### src/shared/ucdp_pkg.sv
// Purpose: constants for the charger detect and protect control block
// Assumes: 250 MHz aclk, AXI4-Lite register access
// Notes:   register map offsets are byte addresses
`default_nettype none
package ucdp_pkg;
    localparam int unsigned CLK_MHZ          = 250;
    localparam int unsigned TICK_US          = 1000;
    localparam int unsigned TICK_CYC         = CLK_MHZ * TICK_US;
    localparam int unsigned ATTN_MS          = 1;
    localparam int unsigned PHASE_MS         = 80;
    localparam int unsigned ADDR_W           = 4;
    localparam logic [3:0]  OFF_STATUS       = 4'h0;
    localparam logic [3:0]  OFF_CONFIG       = 4'h4;
    localparam logic [3:0]  OFF_IRQ_STAT     = 4'h8;
    localparam logic [3:0]  OFF_IRQ_EN       = 4'hC;
    localparam int unsigned CFG_GUARD_EN     = 0;
    localparam int unsigned CFG_GUARD_MAN    = 1;
    localparam int unsigned CFG_PATH_ONE     = 2;
    localparam int unsigned CFG_PATH_TWO     = 3;
    localparam int unsigned CFG_EXTENDED     = 4;
    localparam int unsigned CFG_BOTH_HIGH    = 5;
    localparam logic [7:0]  CFG_RESET        = 8'h00;
    localparam logic [2:0]  CLS_NONE         = 3'h0;
    localparam logic [2:0]  CLS_DCP          = 3'h1;
    localparam logic [2:0]  CLS_CDP          = 3'h2;
    localparam logic [2:0]  CLS_SDP          = 3'h3;
    localparam logic [2:0]  CLS_BH_LOW       = 3'h4;
    localparam logic [2:0]  CLS_BH_HIGH      = 3'h5;
    localparam int unsigned IRQ_DONE         = 0;
    localparam int unsigned IRQ_LOCKOUT      = 1;
    localparam int unsigned IRQ_W            = 2;
    localparam logic [1:0]  RESP_OKAY        = 2'h0;
    localparam logic [1:0]  RESP_SLVERR      = 2'h2;
    typedef enum logic [2:0] {
        UCDP_CLS_NONE, UCDP_CLS_DCP, UCDP_CLS_CDP, UCDP_CLS_SDP, UCDP_CLS_BHL, UCDP_CLS_BHH
    } ucdp_class_t;
endpackage
`default_nettype wire

### src/design/ucdp_tick.sv
// Purpose: millisecond enable pulse from aclk
// Assumes: aclk at the package rate
// Notes:   one-cycle pulse each period
`timescale 1ns/1ns
`default_nettype none
module ucdp_tick #(
    parameter int unsigned CYCLES = ucdp_pkg::TICK_CYC
) (
    input  wire logic aclk,
    input  wire logic aresetn,
    output logic      tick
);
    import ucdp_pkg::*;
    logic [31:0] cnt_q;
    wire         wrap = (cnt_q == 32'(CYCLES - 1));
    always_ff @(posedge aclk) begin
        if (!aresetn || wrap) begin
            cnt_q <= 32'h0000_0000;
        end else begin
            cnt_q <= cnt_q + 32'h0000_0001;
        end
    end
    assign tick = wrap;
endmodule // ucdp_tick
`default_nettype wire

### src/design/ucdp_classify.sv
// Purpose: charger detection sequencer, counts phases in ms ticks
// Assumes: line inputs synchronous to aclk
// Notes:   restart pulse reruns the whole sequence
`timescale 1ns/1ns
`default_nettype none
module ucdp_classify #(
    parameter int unsigned PHASE_TICKS = ucdp_pkg::PHASE_MS
) (
    input  wire logic       aclk,
    input  wire logic       aresetn,
    input  wire logic       tick,
    input  wire logic       restart,
    input  wire logic       supply_ok,
    input  wire logic [1:0] line_state,
    input  wire logic       data_voltage_raw,
    input  wire logic       dm_reflects_dp,
    input  wire logic       high_current_dm,
    input  wire logic       extended_detect_on,
    input  wire logic       both_high_detect_on,
    output logic            data_voltage_seen,
    output logic            busy,
    output logic            done_pulse,
    output logic [2:0]      port_class_code
);
    import ucdp_pkg::*;
    typedef enum logic [1:0] { ST_IDLE, ST_CONTACT, ST_PROBE, ST_DONE } ucdp_seq_t;
    ucdp_seq_t   st_q;
    logic [7:0]  cnt_q;
    logic [2:0]  code_q;
    wire         phase_end = tick && (cnt_q == 8'(PHASE_TICKS - 1));
    assign data_voltage_seen = data_voltage_raw && (line_state == 2'h0);
    wire         both_high = (line_state == 2'h3) && both_high_detect_on;
    wire [2:0]   verdict = both_high ? (high_current_dm ? CLS_BH_HIGH : CLS_BH_LOW) :
                           !data_voltage_seen ? CLS_SDP :
                           (dm_reflects_dp && extended_detect_on) ? CLS_CDP : CLS_DCP;
    always_ff @(posedge aclk) begin
        done_pulse <= 1'b0;
        if (!aresetn || restart || !supply_ok) begin
            st_q   <= ST_IDLE;
            cnt_q  <= 8'h00;
            code_q <= CLS_NONE;
        end else begin
            case (st_q)
                ST_IDLE: begin
                    st_q <= ST_CONTACT;
                end
                ST_CONTACT, ST_PROBE: begin
                    if (phase_end) begin
                        cnt_q <= 8'h00;
                        if (st_q == ST_CONTACT) begin
                            st_q <= ST_PROBE;
                        end else begin
                            st_q       <= ST_DONE;
                            code_q     <= verdict;
                            done_pulse <= 1'b1;
                        end
                    end else if (tick) begin
                        cnt_q <= cnt_q + 8'h01;
                    end
                end
                ST_DONE: begin
                    st_q <= ST_DONE;
                end
                default: begin
                    st_q <= ST_IDLE;
                end
            endcase
        end
    end
    assign busy            = (st_q != ST_DONE);
    assign port_class_code = code_q;
endmodule // ucdp_classify
`default_nettype wire

### src/design/ucdp_ctrl.sv
// Purpose: supply guard, current limit, mux and attention control with AXI4-Lite registers
// Assumes: comparator and line inputs synchronous to aclk
// Notes:   lockout below low level resets all registers but the AXI4-Lite channel and tick counter
//
// Our own choices: the AXI4-Lite register port and the register offsets.
`timescale 1ns/1ns
`default_nettype none
module ucdp_ctrl #(
    parameter int unsigned TICK_CYCLES = ucdp_pkg::TICK_CYC,
    parameter int unsigned PHASE_TICKS = ucdp_pkg::PHASE_MS,
    parameter int unsigned ATTN_TICKS  = ucdp_pkg::ATTN_MS
) (
    input  wire logic                          aclk,
    input  wire logic                          aresetn,
    input  wire logic [ucdp_pkg::ADDR_W-1:0]   s_axi_awaddr,
    input  wire logic                          s_axi_awvalid,
    output logic                               s_axi_awready,
    input  wire logic [31:0]                   s_axi_wdata,
    input  wire logic [3:0]                    s_axi_wstrb,
    input  wire logic                          s_axi_wvalid,
    output logic                               s_axi_wready,
    output logic [1:0]                         s_axi_bresp,
    output logic                               s_axi_bvalid,
    input  wire logic                          s_axi_bready,
    input  wire logic [ucdp_pkg::ADDR_W-1:0]   s_axi_araddr,
    input  wire logic                          s_axi_arvalid,
    output logic                               s_axi_arready,
    output logic [31:0]                        s_axi_rdata,
    output logic [1:0]                         s_axi_rresp,
    output logic                               s_axi_rvalid,
    input  wire logic                          s_axi_rready,
    input  wire logic                          low_supply_lockout,
    input  wire logic                          high_supply_lockout,
    input  wire logic [1:0]                    line_state,
    input  wire logic                          data_voltage_raw,
    input  wire logic                          dm_reflects_dp,
    input  wire logic                          high_current_dm,
    output logic                               supply_guard_closed,
    output logic                               current_limit_on,
    output logic                               path_one_on,
    output logic                               path_two_on,
    output logic                               data_voltage_seen,
    output logic                               attention_n,
    output logic                               irq
);
    import ucdp_pkg::*;

    logic        tick;
    logic        busy;
    logic        done_pulse;
    logic [2:0]  port_class_code;
    logic [7:0]  cfg_q;
    logic [IRQ_W-1:0] ist_q;
    logic [IRQ_W-1:0] ien_q;
    logic        attn_q;
    logic [7:0]  attn_cnt_q;
    logic        lock_q;
    logic        aw_held_q;
    logic        w_held_q;
    logic [ADDR_W-1:0] aw_addr_q;
    logic [31:0] w_data_q;
    logic [3:0]  w_strb_q;
    logic        bvalid_q;
    logic [1:0]  bresp_q;
    logic        rvalid_q;
    logic [31:0] rdata_q;
    logic [1:0]  rresp_q;

    wire regs_rst_n = aresetn && !low_supply_lockout;
    wire lockout    = low_supply_lockout || high_supply_lockout;

    ucdp_tick #(
        .CYCLES (TICK_CYCLES)
    ) u_tick (
        .aclk    (aclk),
        .aresetn (aresetn),
        .tick    (tick)
    );

    ucdp_classify #(
        .PHASE_TICKS (PHASE_TICKS)
    ) u_classify (
        .aclk                (aclk),
        .aresetn             (regs_rst_n),
        .tick                (tick),
        .restart             (1'b0),
        .supply_ok           (!high_supply_lockout),
        .line_state          (line_state),
        .data_voltage_raw    (data_voltage_raw),
        .dm_reflects_dp      (dm_reflects_dp),
        .high_current_dm     (high_current_dm),
        .extended_detect_on  (cfg_q[CFG_EXTENDED]),
        .both_high_detect_on (cfg_q[CFG_BOTH_HIGH]),
        .data_voltage_seen   (data_voltage_seen),
        .busy                (busy),
        .done_pulse          (done_pulse),
        .port_class_code     (port_class_code)
    );

    // Write channel capture
    wire aw_take   = s_axi_awvalid && !aw_held_q && !bvalid_q;
    wire w_take    = s_axi_wvalid && !w_held_q && !bvalid_q;
    wire aw_have   = aw_held_q || aw_take;
    wire w_have    = w_held_q || w_take;
    wire wr_fire   = aw_have && w_have && !bvalid_q;
    wire [ADDR_W-1:0] wr_addr = aw_held_q ? aw_addr_q : s_axi_awaddr;
    wire [31:0]  wr_data = w_held_q ? w_data_q : s_axi_wdata;
    wire [3:0]   wr_strb = w_held_q ? w_strb_q : s_axi_wstrb;
    wire         wr_lane0 = wr_fire && wr_strb[0];
    wire         wr_cfg   = wr_lane0 && (wr_addr == OFF_CONFIG);
    wire         wr_clr   = wr_lane0 && (wr_addr == OFF_IRQ_STAT);
    wire         wr_ien   = wr_lane0 && (wr_addr == OFF_IRQ_EN);
    wire         wr_hit   = (wr_addr == OFF_CONFIG) || (wr_addr == OFF_IRQ_STAT) || (wr_addr == OFF_IRQ_EN);

    // Read channel
    wire rd_take   = s_axi_arvalid && !rvalid_q;
    wire rd_status = rd_take && (s_axi_araddr == OFF_STATUS);
    wire [31:0] status_word = {24'h000000, port_class_code, !busy, current_limit_on,
                               !supply_guard_closed, lockout, high_supply_lockout};
    wire        rd_hit = (s_axi_araddr == OFF_STATUS) || (s_axi_araddr == OFF_CONFIG) ||
                         (s_axi_araddr == OFF_IRQ_STAT) || (s_axi_araddr == OFF_IRQ_EN);
    wire [31:0] rd_word = (s_axi_araddr == OFF_STATUS)   ? status_word :
                          (s_axi_araddr == OFF_CONFIG)   ? {24'h000000, cfg_q} :
                          (s_axi_araddr == OFF_IRQ_STAT) ? {30'h00000000, ist_q} :
                          (s_axi_araddr == OFF_IRQ_EN)   ? {30'h00000000, ien_q} : 32'h0000_0000;

    always_ff @(posedge aclk) begin
        if (!aresetn) begin
            aw_held_q <= 1'b0;
            w_held_q  <= 1'b0;
            aw_addr_q <= 4'h0;
            w_data_q  <= 32'h0000_0000;
            w_strb_q  <= 4'h0;
            bvalid_q  <= 1'b0;
            bresp_q   <= RESP_OKAY;
            rvalid_q  <= 1'b0;
            rdata_q   <= 32'h0000_0000;
            rresp_q   <= RESP_OKAY;
        end else begin
            if (wr_fire) begin
                aw_held_q <= 1'b0;
                w_held_q  <= 1'b0;
                bvalid_q  <= 1'b1;
                bresp_q   <= wr_hit ? RESP_OKAY : RESP_SLVERR;
            end else begin
                if (aw_take) begin
                    aw_held_q <= 1'b1;
                    aw_addr_q <= s_axi_awaddr;
                end
                if (w_take) begin
                    w_held_q <= 1'b1;
                    w_data_q <= s_axi_wdata;
                    w_strb_q <= s_axi_wstrb;
                end
                if (bvalid_q && s_axi_bready) begin
                    bvalid_q <= 1'b0;
                end
            end
            if (rd_take) begin
                rvalid_q <= 1'b1;
                rdata_q  <= rd_word;
                rresp_q  <= rd_hit ? RESP_OKAY : RESP_SLVERR;
            end else if (s_axi_rready) begin
                rvalid_q <= 1'b0;
            end
        end
    end

    always_ff @(posedge aclk) begin
        if (!regs_rst_n) begin
            cfg_q <= CFG_RESET;
            ien_q <= '0;
        end else begin
            if (wr_cfg) begin
                cfg_q <= wr_data[7:0];
            end
            if (wr_ien) begin
                ien_q <= wr_data[IRQ_W-1:0];
            end
        end
    end

    // Sticky events, set beats clear
    logic [IRQ_W-1:0] ev_set;
    assign ev_set[IRQ_DONE]    = done_pulse;
    assign ev_set[IRQ_LOCKOUT] = lockout && !lock_q;
    always_ff @(posedge aclk) begin
        if (!regs_rst_n) begin
            ist_q  <= '0;
            lock_q <= 1'b1;
        end else begin
            lock_q <= lockout;
            ist_q  <= (ist_q & ~(wr_clr ? wr_data[IRQ_W-1:0] : '0)) | ev_set;
        end
    end

    wire attn_end = attn_q && ((tick && (attn_cnt_q == 8'(ATTN_TICKS - 1))) || rd_status);
    always_ff @(posedge aclk) begin
        if (!regs_rst_n) begin
            attn_q     <= 1'b0;
            attn_cnt_q <= 8'h00;
        end else if (done_pulse) begin
            attn_q     <= 1'b1;
            attn_cnt_q <= 8'h00;
        end else if (attn_end) begin
            attn_q <= 1'b0;
        end else if (attn_q && tick) begin
            attn_cnt_q <= attn_cnt_q + 8'h01;
        end
    end

    wire guard_on = !lockout && (cfg_q[CFG_GUARD_MAN] ? cfg_q[CFG_GUARD_EN] : 1'b1);
    wire sdp_hold = (port_class_code == CLS_SDP) && !cfg_q[CFG_GUARD_EN];
    wire mux_ok   = !lockout && !busy;
    wire sel_two  = cfg_q[CFG_PATH_TWO] && !cfg_q[CFG_PATH_ONE];

    assign supply_guard_closed = guard_on;
    assign current_limit_on    = !lockout && (busy || sdp_hold);
    assign path_one_on         = mux_ok && !sel_two;
    assign path_two_on         = mux_ok && sel_two;
    assign attention_n         = !attn_q;
    assign irq                 = |(ist_q & ien_q);
    assign s_axi_awready       = !aw_held_q && !bvalid_q;
    assign s_axi_wready        = !w_held_q && !bvalid_q;
    assign s_axi_bvalid        = bvalid_q;
    assign s_axi_bresp         = bresp_q;
    assign s_axi_arready       = !rvalid_q;
    assign s_axi_rvalid        = rvalid_q;
    assign s_axi_rdata         = rdata_q;
    assign s_axi_rresp         = rresp_q;
endmodule // ucdp_ctrl
`default_nettype wire

### config.mk
export PLATFORM = sky130hd
export DESIGN_NAME = ucdp_ctrl
export DESIGN_NICKNAME = d
export VERILOG_FILES = /design/src/shared/ucdp_pkg.sv /design/src/design/ucdp_tick.sv /design/src/design/ucdp_classify.sv /design/src/design/ucdp_ctrl.sv
export SDC_FILE = /design/constraint.sdc
export NUM_CORES = 1
export LEC_CHECK = 0
export ABC_AREA = 1
export BUFFER_PORTS_ARGS = -buffer_cell sky130_fd_sc_hd__buf_2
export CORE_UTILIZATION = 45
export CTS_BUF_LIST = sky130_fd_sc_hd__clkbuf_4 sky130_fd_sc_hd__clkbuf_8
export CTS_CLUSTER_DIAMETER = 100
export DETAILED_ROUTE_END_ITERATION = 8
export PLACE_DENSITY = 0.68
export SKIP_LAST_GASP = 1
export SLEW_MARGIN = 20
export SYNTH_ARGS = -nofsm -noshare
export SYNTH_HDL_FRONTEND = slang
export SYNTH_SLANG_ARGS = --single-unit
### constraint.sdc
create_clock -name aclk -period 4.43 [get_ports aclk]
set_clock_uncertainty 0.1 [all_clocks]
set_input_delay 0.2215 -clock aclk [delete_from_list [all_inputs] [get_ports aclk]]
set_output_delay 0.2215 -clock aclk [all_outputs]
set_load 0.005 [all_outputs]
==> results of run 1 <==
==> placed cells by master, fill, tap and decap left out, types with 5 or more instances in the layout <==
master / instances
nor2_1: 114
dfxtp_1: 95
ha_1: 8
conb_1: 26
or2_0: 5
o21ai_0: 32
inv_1: 72
nand3_1: 29
inv_2: 5
nor3_1: 12
nand2_1: 152
a21oi_1: 48
nand4_1: 25
buf_2: 52
xnor2_1: 10
a31oi_1: 6
xor2_1: 14
nor2_2: 5
clkbuf_8: 12
==> critical path: cells and delay by family (launching register included) <==
family,cells,cell delay [ns]
AND/OR/NAND/NOR,4,0.92
AO/OA/AOI/OAI,1,0.06
buffers and inverters,3,0.62
flip-flops,1,0.32
==> Yosys cell counts (3+ instances only) <==
cell type  instances  area share (%)
a21oi_1           48             4.7
a31oi_1            6            0.73
buf_2              6            0.59
buf_4             26             3.8
clkbuf_1           7            0.51
dfxtp_1           95              37
ha_1               8             2.0
inv_1             72             5.3
inv_2              5            0.37
mux2i_1            3            0.59
nand2_1          153              11
nand3_1           29             2.8
nand3b_1           4            0.59
nand4_1           25             3.1
nor2_1           114             8.4
nor2_2             5            0.61
nor2_4             4            0.88
nor3_1            12             1.2
nor3b_2            4            0.98
nor4_1             4            0.49
o21ai_0           32             3.1
o21ai_1            3            0.29
or2_0              5            0.61
xnor2_1           10             1.7
xor2_1            14             2.4
==> flip-flops by register name, indices dropped and copies added (netlist names), 2 cells and up <==
signal / count
attn_cnt_q: 8
aw_addr_q: 4
cfg_q: 8
ien_q: 2
ist_q: 2
s_axi_rdata: 8
u_classify.cnt_q: 8
u_classify.port_class_code: 3
u_classify.st_q: 2
u_tick.cnt_q: 32
w_data_q: 8
==> power groups by stage <==
| stage | clock network [mW] | registers (mW) | logic (mW) |
|---|---|---|---|
| finish | 0.613 | 0.904 | 0.158 |
| global route | 0.675 | 0.910 | 0.182 |
| CTS | 0.633 | 0.904 | 0.158 |
| global placement | 0 | 0.923 | 0.151 |
| detailed placement | 0 | 0.924 | 0.157 |
| floorplan | 0 | 0.915 | 0.130 |
==> what timing repair did <==
action,in CTS,in global routing
endpoints found under the hold margin,2,0
hold buffers,2,0
setup buffers,0,0
==> cell families (layout without fill, tap and decap cells) <==
| group | count (synthesis) | in the layout | synth area share, % |
|---|---|---|---|
| xor+xnor | 24 | 24 | 4.11 |
| buf+inv | 117 | 148 | 10.7 |
| flops | 95 | 95 | 37.2 |
| other cells | 1 | 26 | 0.0733 |
| compound gates | 97 | 97 | 10.2 |
| simple gates | 376 | 376 | 34.9 |
| mux | 4 | 4 | 0.807 |
| fa+ha+maj | 8 | 8 | 1.96 |
==> per-layer routing <==
layer	global-route usage, %	vias to the layer above	part of all wire [%]
met3	5.44	15	5.1
met4	8.49	0	2.2
li1	-	2382	-
met2	33.4	104	47
met5	0	-	0
met1	25.7	2109	46
==> area by class of cell <==
class / count / share of cell area [%]
Clock buffer: 13 / 3.07
Clock inverter: 3 / 0.711
Inverter: 78 / 5.29
Multi-Input combinational cell: 535 / 49.1
Sequential cell: 95 / 33.8
Tap cell: 140 / 3.11
Timing Repair Buffer: 54 / 4.98
==> path summary, 6_finish.rpt <==
kind	start	endpoint	cells past startpoint
setup / recovery	s_axi_rvalid	attn_cnt_q[2]	8
hold / removal	s_axi_wdata[4]	w_data_q[4]	3
setup reg to reg	s_axi_rvalid	attn_cnt_q[2]	8
hold reg to reg	w_data_q[0]	w_data_q[0]	2
==> key figures, run 1 <==
Timing
  • Hold Vio Cnt, Final: 0
  • Worst-Margin Slew: slightly below 0.7 ns
  • Final WS setup: 2.29 ns
  • RSZ-0062 raised after global routing: no
  • Setup TNS: 0 ns
  • Final Max Slew Viols: 0
  • Fmax: between 400 and 500 MHz
  • Finish-stage setup viols: 0
  • Worst hold margin: 0.00853 ns
  • Slew margin rel.: a little over half
  • Tmin final: ~2.1 ns
  • Final period util: about half

Placed design
  • Hpwl dp: ~8.4 mm
  • Port Buffers: 52
  • Pre-CTS WS: 2.06 ns
  • Placed cells: 900
  • Gpl congestion: about 0.86
  • Placed Instance Area: around 5400 um^2

Power
  • Internal Pwr Total: between 1 and 1.5 mW
  • IR drop worst, VDD: around 200 uV
  • Clock power frac: between 30% and 40%
  • P_leak: 2.32 nW
  • Seq pwr share: a little over half
  • Switching portion of total power: 25.4%
  • Pwr dens: 298 nW/um^2
  • Switching pwr: around 430 uW
  • Power, Total: 1.68 mW
  • Comb power frac: 9.4%

Synth
  • Synthesized area: 5120 um^2
  • Post-synth ARST share: 0%
  • Syn Inst Count: 722
  • Post-synth top flop: dfxtp_1
  • Avg Inst Size Synth: ~7 um^2
  • Register bit total from synthesis: 95
  • Synth Warn #: 0
  • Seq/Total Area, Yosys: between 30 and 40%
  • Distinct cell type count after synthesis: 48
  • Number of flops mapped to enable cells by yosys: 0

Final layout
  • NumNets Final: between 800 and 900
  • Layout cells sized above 1: about 14%
  • Fin cells: a little over 900
  • Final design utilization: ~51%
  • Sequential Area: between 1500 and 2000 um^2
  • Fillers: 1,102
  • Multi-input gate area in the final layout: 2760 um^2
  • # diodes: 0
  • Area grow syn2layout: 10.0%
  • Design Area, Final: about 5600 um^2

Detailed routing
  • DR vias: roughly 4,600
  • Routed WL: between 10 and 15 mm
  • Antenna viol nets, final: 0
  • DRC errors left: 0
  • WL per Instance: between 10 and 15 um
  • Iteration-0 DRC Markers: approximately 220
  • Vias per cell: 5.02
  • First-pass DRT Iterations: 4

Global routing
  • GRT Total Usage: about a fifth
  • Largest net degree at the start of global routing: 32
  • Overflow after GRT: 0
  • First-pass GRT wire length: approximately 19 mm
  • Initial antenna violation count: 0
  • Vias in the first global route: approximately 4,200

Critical path
  • Worst Path Max Fanout: 12
  • Req. time, crit path: between 4 and 5 ns
  • Reg2Reg Setup Slack: 2.29 ns
  • Setup CP Type: flip-flop to flip-flop
  • WP data arrival: between 2 and 2.5 ns
  • Slowest CP cell: inv_1
  • Slowest stage delay, CP: 0.42 ns
  • Crit-path cells: inv_1, nand2_1, inv_1, nand4_1, nand4_4, clkinv_4, nand2_1, a21oi_1
  • Crit end category: flip-flop
  • Type of origin of the critical path: flip-flop

Clocking
  • Sink Count: 95
  • TritonCTS clock tree: done
  • Register clock-pin slew on the reported worst setup and hold paths: 0.09 ns
  • Resize count post-CTS: 0
  • Root Buffer: clkbuf_8
  • Worst-Skew Late Latency: around 0.38 ns
  • Inserted Clock Buffers: 9
  • CTS Buffer Depth: 2
  • CTS HTree Levels: 3

Flow run
  • Max-capacitance violation count: 0

Run status
  • Outcome: complete, no violations

Floorplanning
  • Core Region: 10,900 um^2
  • Row cnt: 38
  • Die height: roughly 110 um
  • I/O pins: 106
  • Initial core utilization: ~47%
  • Die ar.: 11,800 um^2
  • Die W: 109 um

Worst hold path
  • Min-Delay Path Class: input port to flip-flop
No activity file was read; power rests on OpenSTA's default activity.
==> run 2, diff against run 1 <==
==> constraint.sdc (replaced) <==
create_clock -name aclk -period 2 [get_ports aclk]
set_clock_uncertainty 0.1 [all_clocks]
set_input_delay 0.1 -clock aclk [delete_from_list [all_inputs] [get_ports aclk]]
set_output_delay 0.1 -clock aclk [all_outputs]
set_load 0.005 [all_outputs]
==> key figures, run 2 (synthesized netlist as in run 1, its figures left out) <==
Clocking
  • Inserted Clock Buffers: 9 (unchanged)
  • Worst-Skew Late Latency: 0.38 ns (about the same)
  • Register clock-pin slew on the reported worst setup and hold paths: 0.09 ns (about the same)
  • CTS Buffer Depth: 2 (unchanged)
  • Postcts setup bufs: 0 (unchanged)
  • CTS HTree Levels: 3 (unchanged)
  • Sink Count: 95 (unchanged)
  • Root Buffer: clkbuf_8
  • TritonCTS clock tree: done

Floorplanning
  • I/O pins: 106 (unchanged)
  • Die ar.: 11,800 um^2 (unchanged)
  • Die height: 109 um (unchanged)
  • Initial core utilization: 46.8% (unchanged)
  • Die W: 109 um (unchanged)
  • Row cnt: 38 (unchanged)
  • Core Region: 10,900 um^2 (unchanged)

Detailed routing
  • Metal2 WL: 5.96 mm (+13%)
  • DR WL met3: 541 um (-5.4%)
  • DR top layer: met4
  • Iteration-0 DRC Markers: 188 (-16%)
  • WL per Instance: 12.7 um (+3.9%)
  • M1 WL: 5.23 mm (+2.6%)
  • DR vias: 4,740 (+2.8%)
  • Vias per cell: 4.99 (-0.64%)
  • Antenna viol nets, final: 0 (unchanged)
  • First-pass DRT Iterations: 5 (+1)
  • Routed WL: 12.0 mm (+7.5%)
  • DRC errors left: 0 (unchanged)

Timing
  • Hold Vio Cnt, Final: 0 (unchanged)
  • Setup TNS: 0 ns (unchanged)
  • Final Max Slew Viols: 0 (unchanged)
  • Tmin final: 1.87 ns (-0.275 ns)
  • Worst-Margin Slew: 0.690 ns (-0.00498 ns)
  • Final period util: 93.3% (+45 points)
  • Slew margin rel.: 53.9% (+0.33 points)
  • RSZ-0062 raised after global routing: no
  • Fmax: 536 MHz (+15%)
  • Finish-stage setup viols: 0 (unchanged)

Global routing
  • GRT Total Usage: 21.7% (+1.2 points)
  • Initial antenna violation count: 0 (unchanged)
  • Largest net degree at the start of global routing: 32 (unchanged)
  • First-pass GRT wire length: 20.1 mm (+5.6%)
  • Vias in the first global route: 4,567 (+8.3%)
  • Overflow after GRT: 0 (unchanged)

Placed design
  • Hpwl dp: 9.02 mm (+6.7%)
  • Gpl congestion: 0.899 (+4.4%)
  • Placed cells: 911 (+1.2%)
  • Port Buffers: 52 (unchanged)

Final layout
  • NumNets Final: 871 (+3.8%)
  • Max FFs per register: 32 (unchanged)
  • Fillers: 1,089 (-1.2%)
  • Layout cells sized above 1: 14.7% (+0.81 points)
  • Area grow syn2layout: 15.0%
  • # diodes: 0 (unchanged)
  • Most frequent cells in the layout: nand2_1 (153), nor2_1 (114), dfxtp_1 (95)
  • Fin cells: 950 (+3.5%)
  • Commonest non-fill, non-tap cell in the layout: nand2_1
  • Reg with most FFs: u_tick.cnt_q

Flow run
  • Max-capacitance violation count: 0 (unchanged)

Critical path
  • Worst Path Max Fanout: 6 (-6)
  • Setup CP Type: flip-flop to flip-flop
  • Type of origin of the critical path: flip-flop
  • Req. time, crit path: 2.16 ns (-2.43 ns)
  • WP data arrival: 2.03 ns (-0.27 ns)
  • Crit end category: flip-flop

Power
  • P_leak: 2.44 nW (+5.3%)
  • Power, Total: 3.56 mW (+110%)
  • IR drop worst, VDD: 540 uV (+170%)
  • Pwr dens: 606 nW/um^2 (+100%)

Run status
  • Outcome: complete, no violations

Worst hold path
  • Min-Delay Path Class: input port to flip-flop
run 2: cell types whose count changed in the layout (fill, tap and decap cells not counted), sizes merged:
cell and delta:
dlygate4sd3 +21, buf +11, clkinv +3, bufinv -1, clkbuf -2
run 2: critical path: stages, from the launching register on:
cell and delay (ns):
dfxtp_1 0.39, ha_2 0.24, nand3_4 0.12, nor2_1 0.13, nand2_1 0.09, nor2_4 0.19
nand3_1 0.19, o21ai_0 0.22, a21oi_1 0.07
run 2: power breakdown:
part / switching [mW] / leakage (nW) / internal, mW
logic: 0.248 / 1.57 / 0.175
clock network: 0.677 / 0.0935 / 0.470
registers: 0.0421 / 0.770 / 1.95
run 2: stage by stage:
stage	instance area, um^2	worst slack, ns	hold WS, ns	utilization, %
after floorplan	5210	0.314	0.143	-
after global placement	5490	0.186	0.254	50.2
after detailed placement	5490	0.112	0.263	50.2
after CTS	5880	0.0965	0.0321	53.8
after global routing	5890	0.00126	0.0752	53.8
final	5890	0.134	0.0437	53.8
run 2: path summary, 6_finish.rpt:
check	start	end	slack, ns	cells after the start
max	u_tick.cnt_q[0]	u_classify.port_class_code[0]	0.13	8
max reg2reg	u_tick.cnt_q[0]	u_classify.port_class_code[0]	0.13	8
min reg2reg	aw_addr_q[2]	aw_addr_q[2]	0.36	2
min	low_supply_lockout	cfg_q[6]	0.04	4
run 2: area by class of cell:
cell class	count	area (um^2)	share of cell area, %
Multi-Input combinational cell	535	2760	46.9
Sequential cell	95	1900	32.3
Timing Repair Buffer	86	586	9.95
Inverter	78	298	5.06
Tap cell	140	175	2.98
Clock buffer	11	139	2.36
Clock inverter	5	25.0	0.425
run 2: per-layer routing:
layer,GRT usage (%),vias to the layer above
li1,-,2448
met1,24.8,2150
met2,38.9,122
met3,4.06,20
met4,10.2,0
met5,0,-
run 2: timing repair:
action,4_1_cts,5_1_grt
gates resized for setup,0,1
hold buffers,23,0
hold endpoints to repair,25,0
endpoints found under the setup margin,0,5
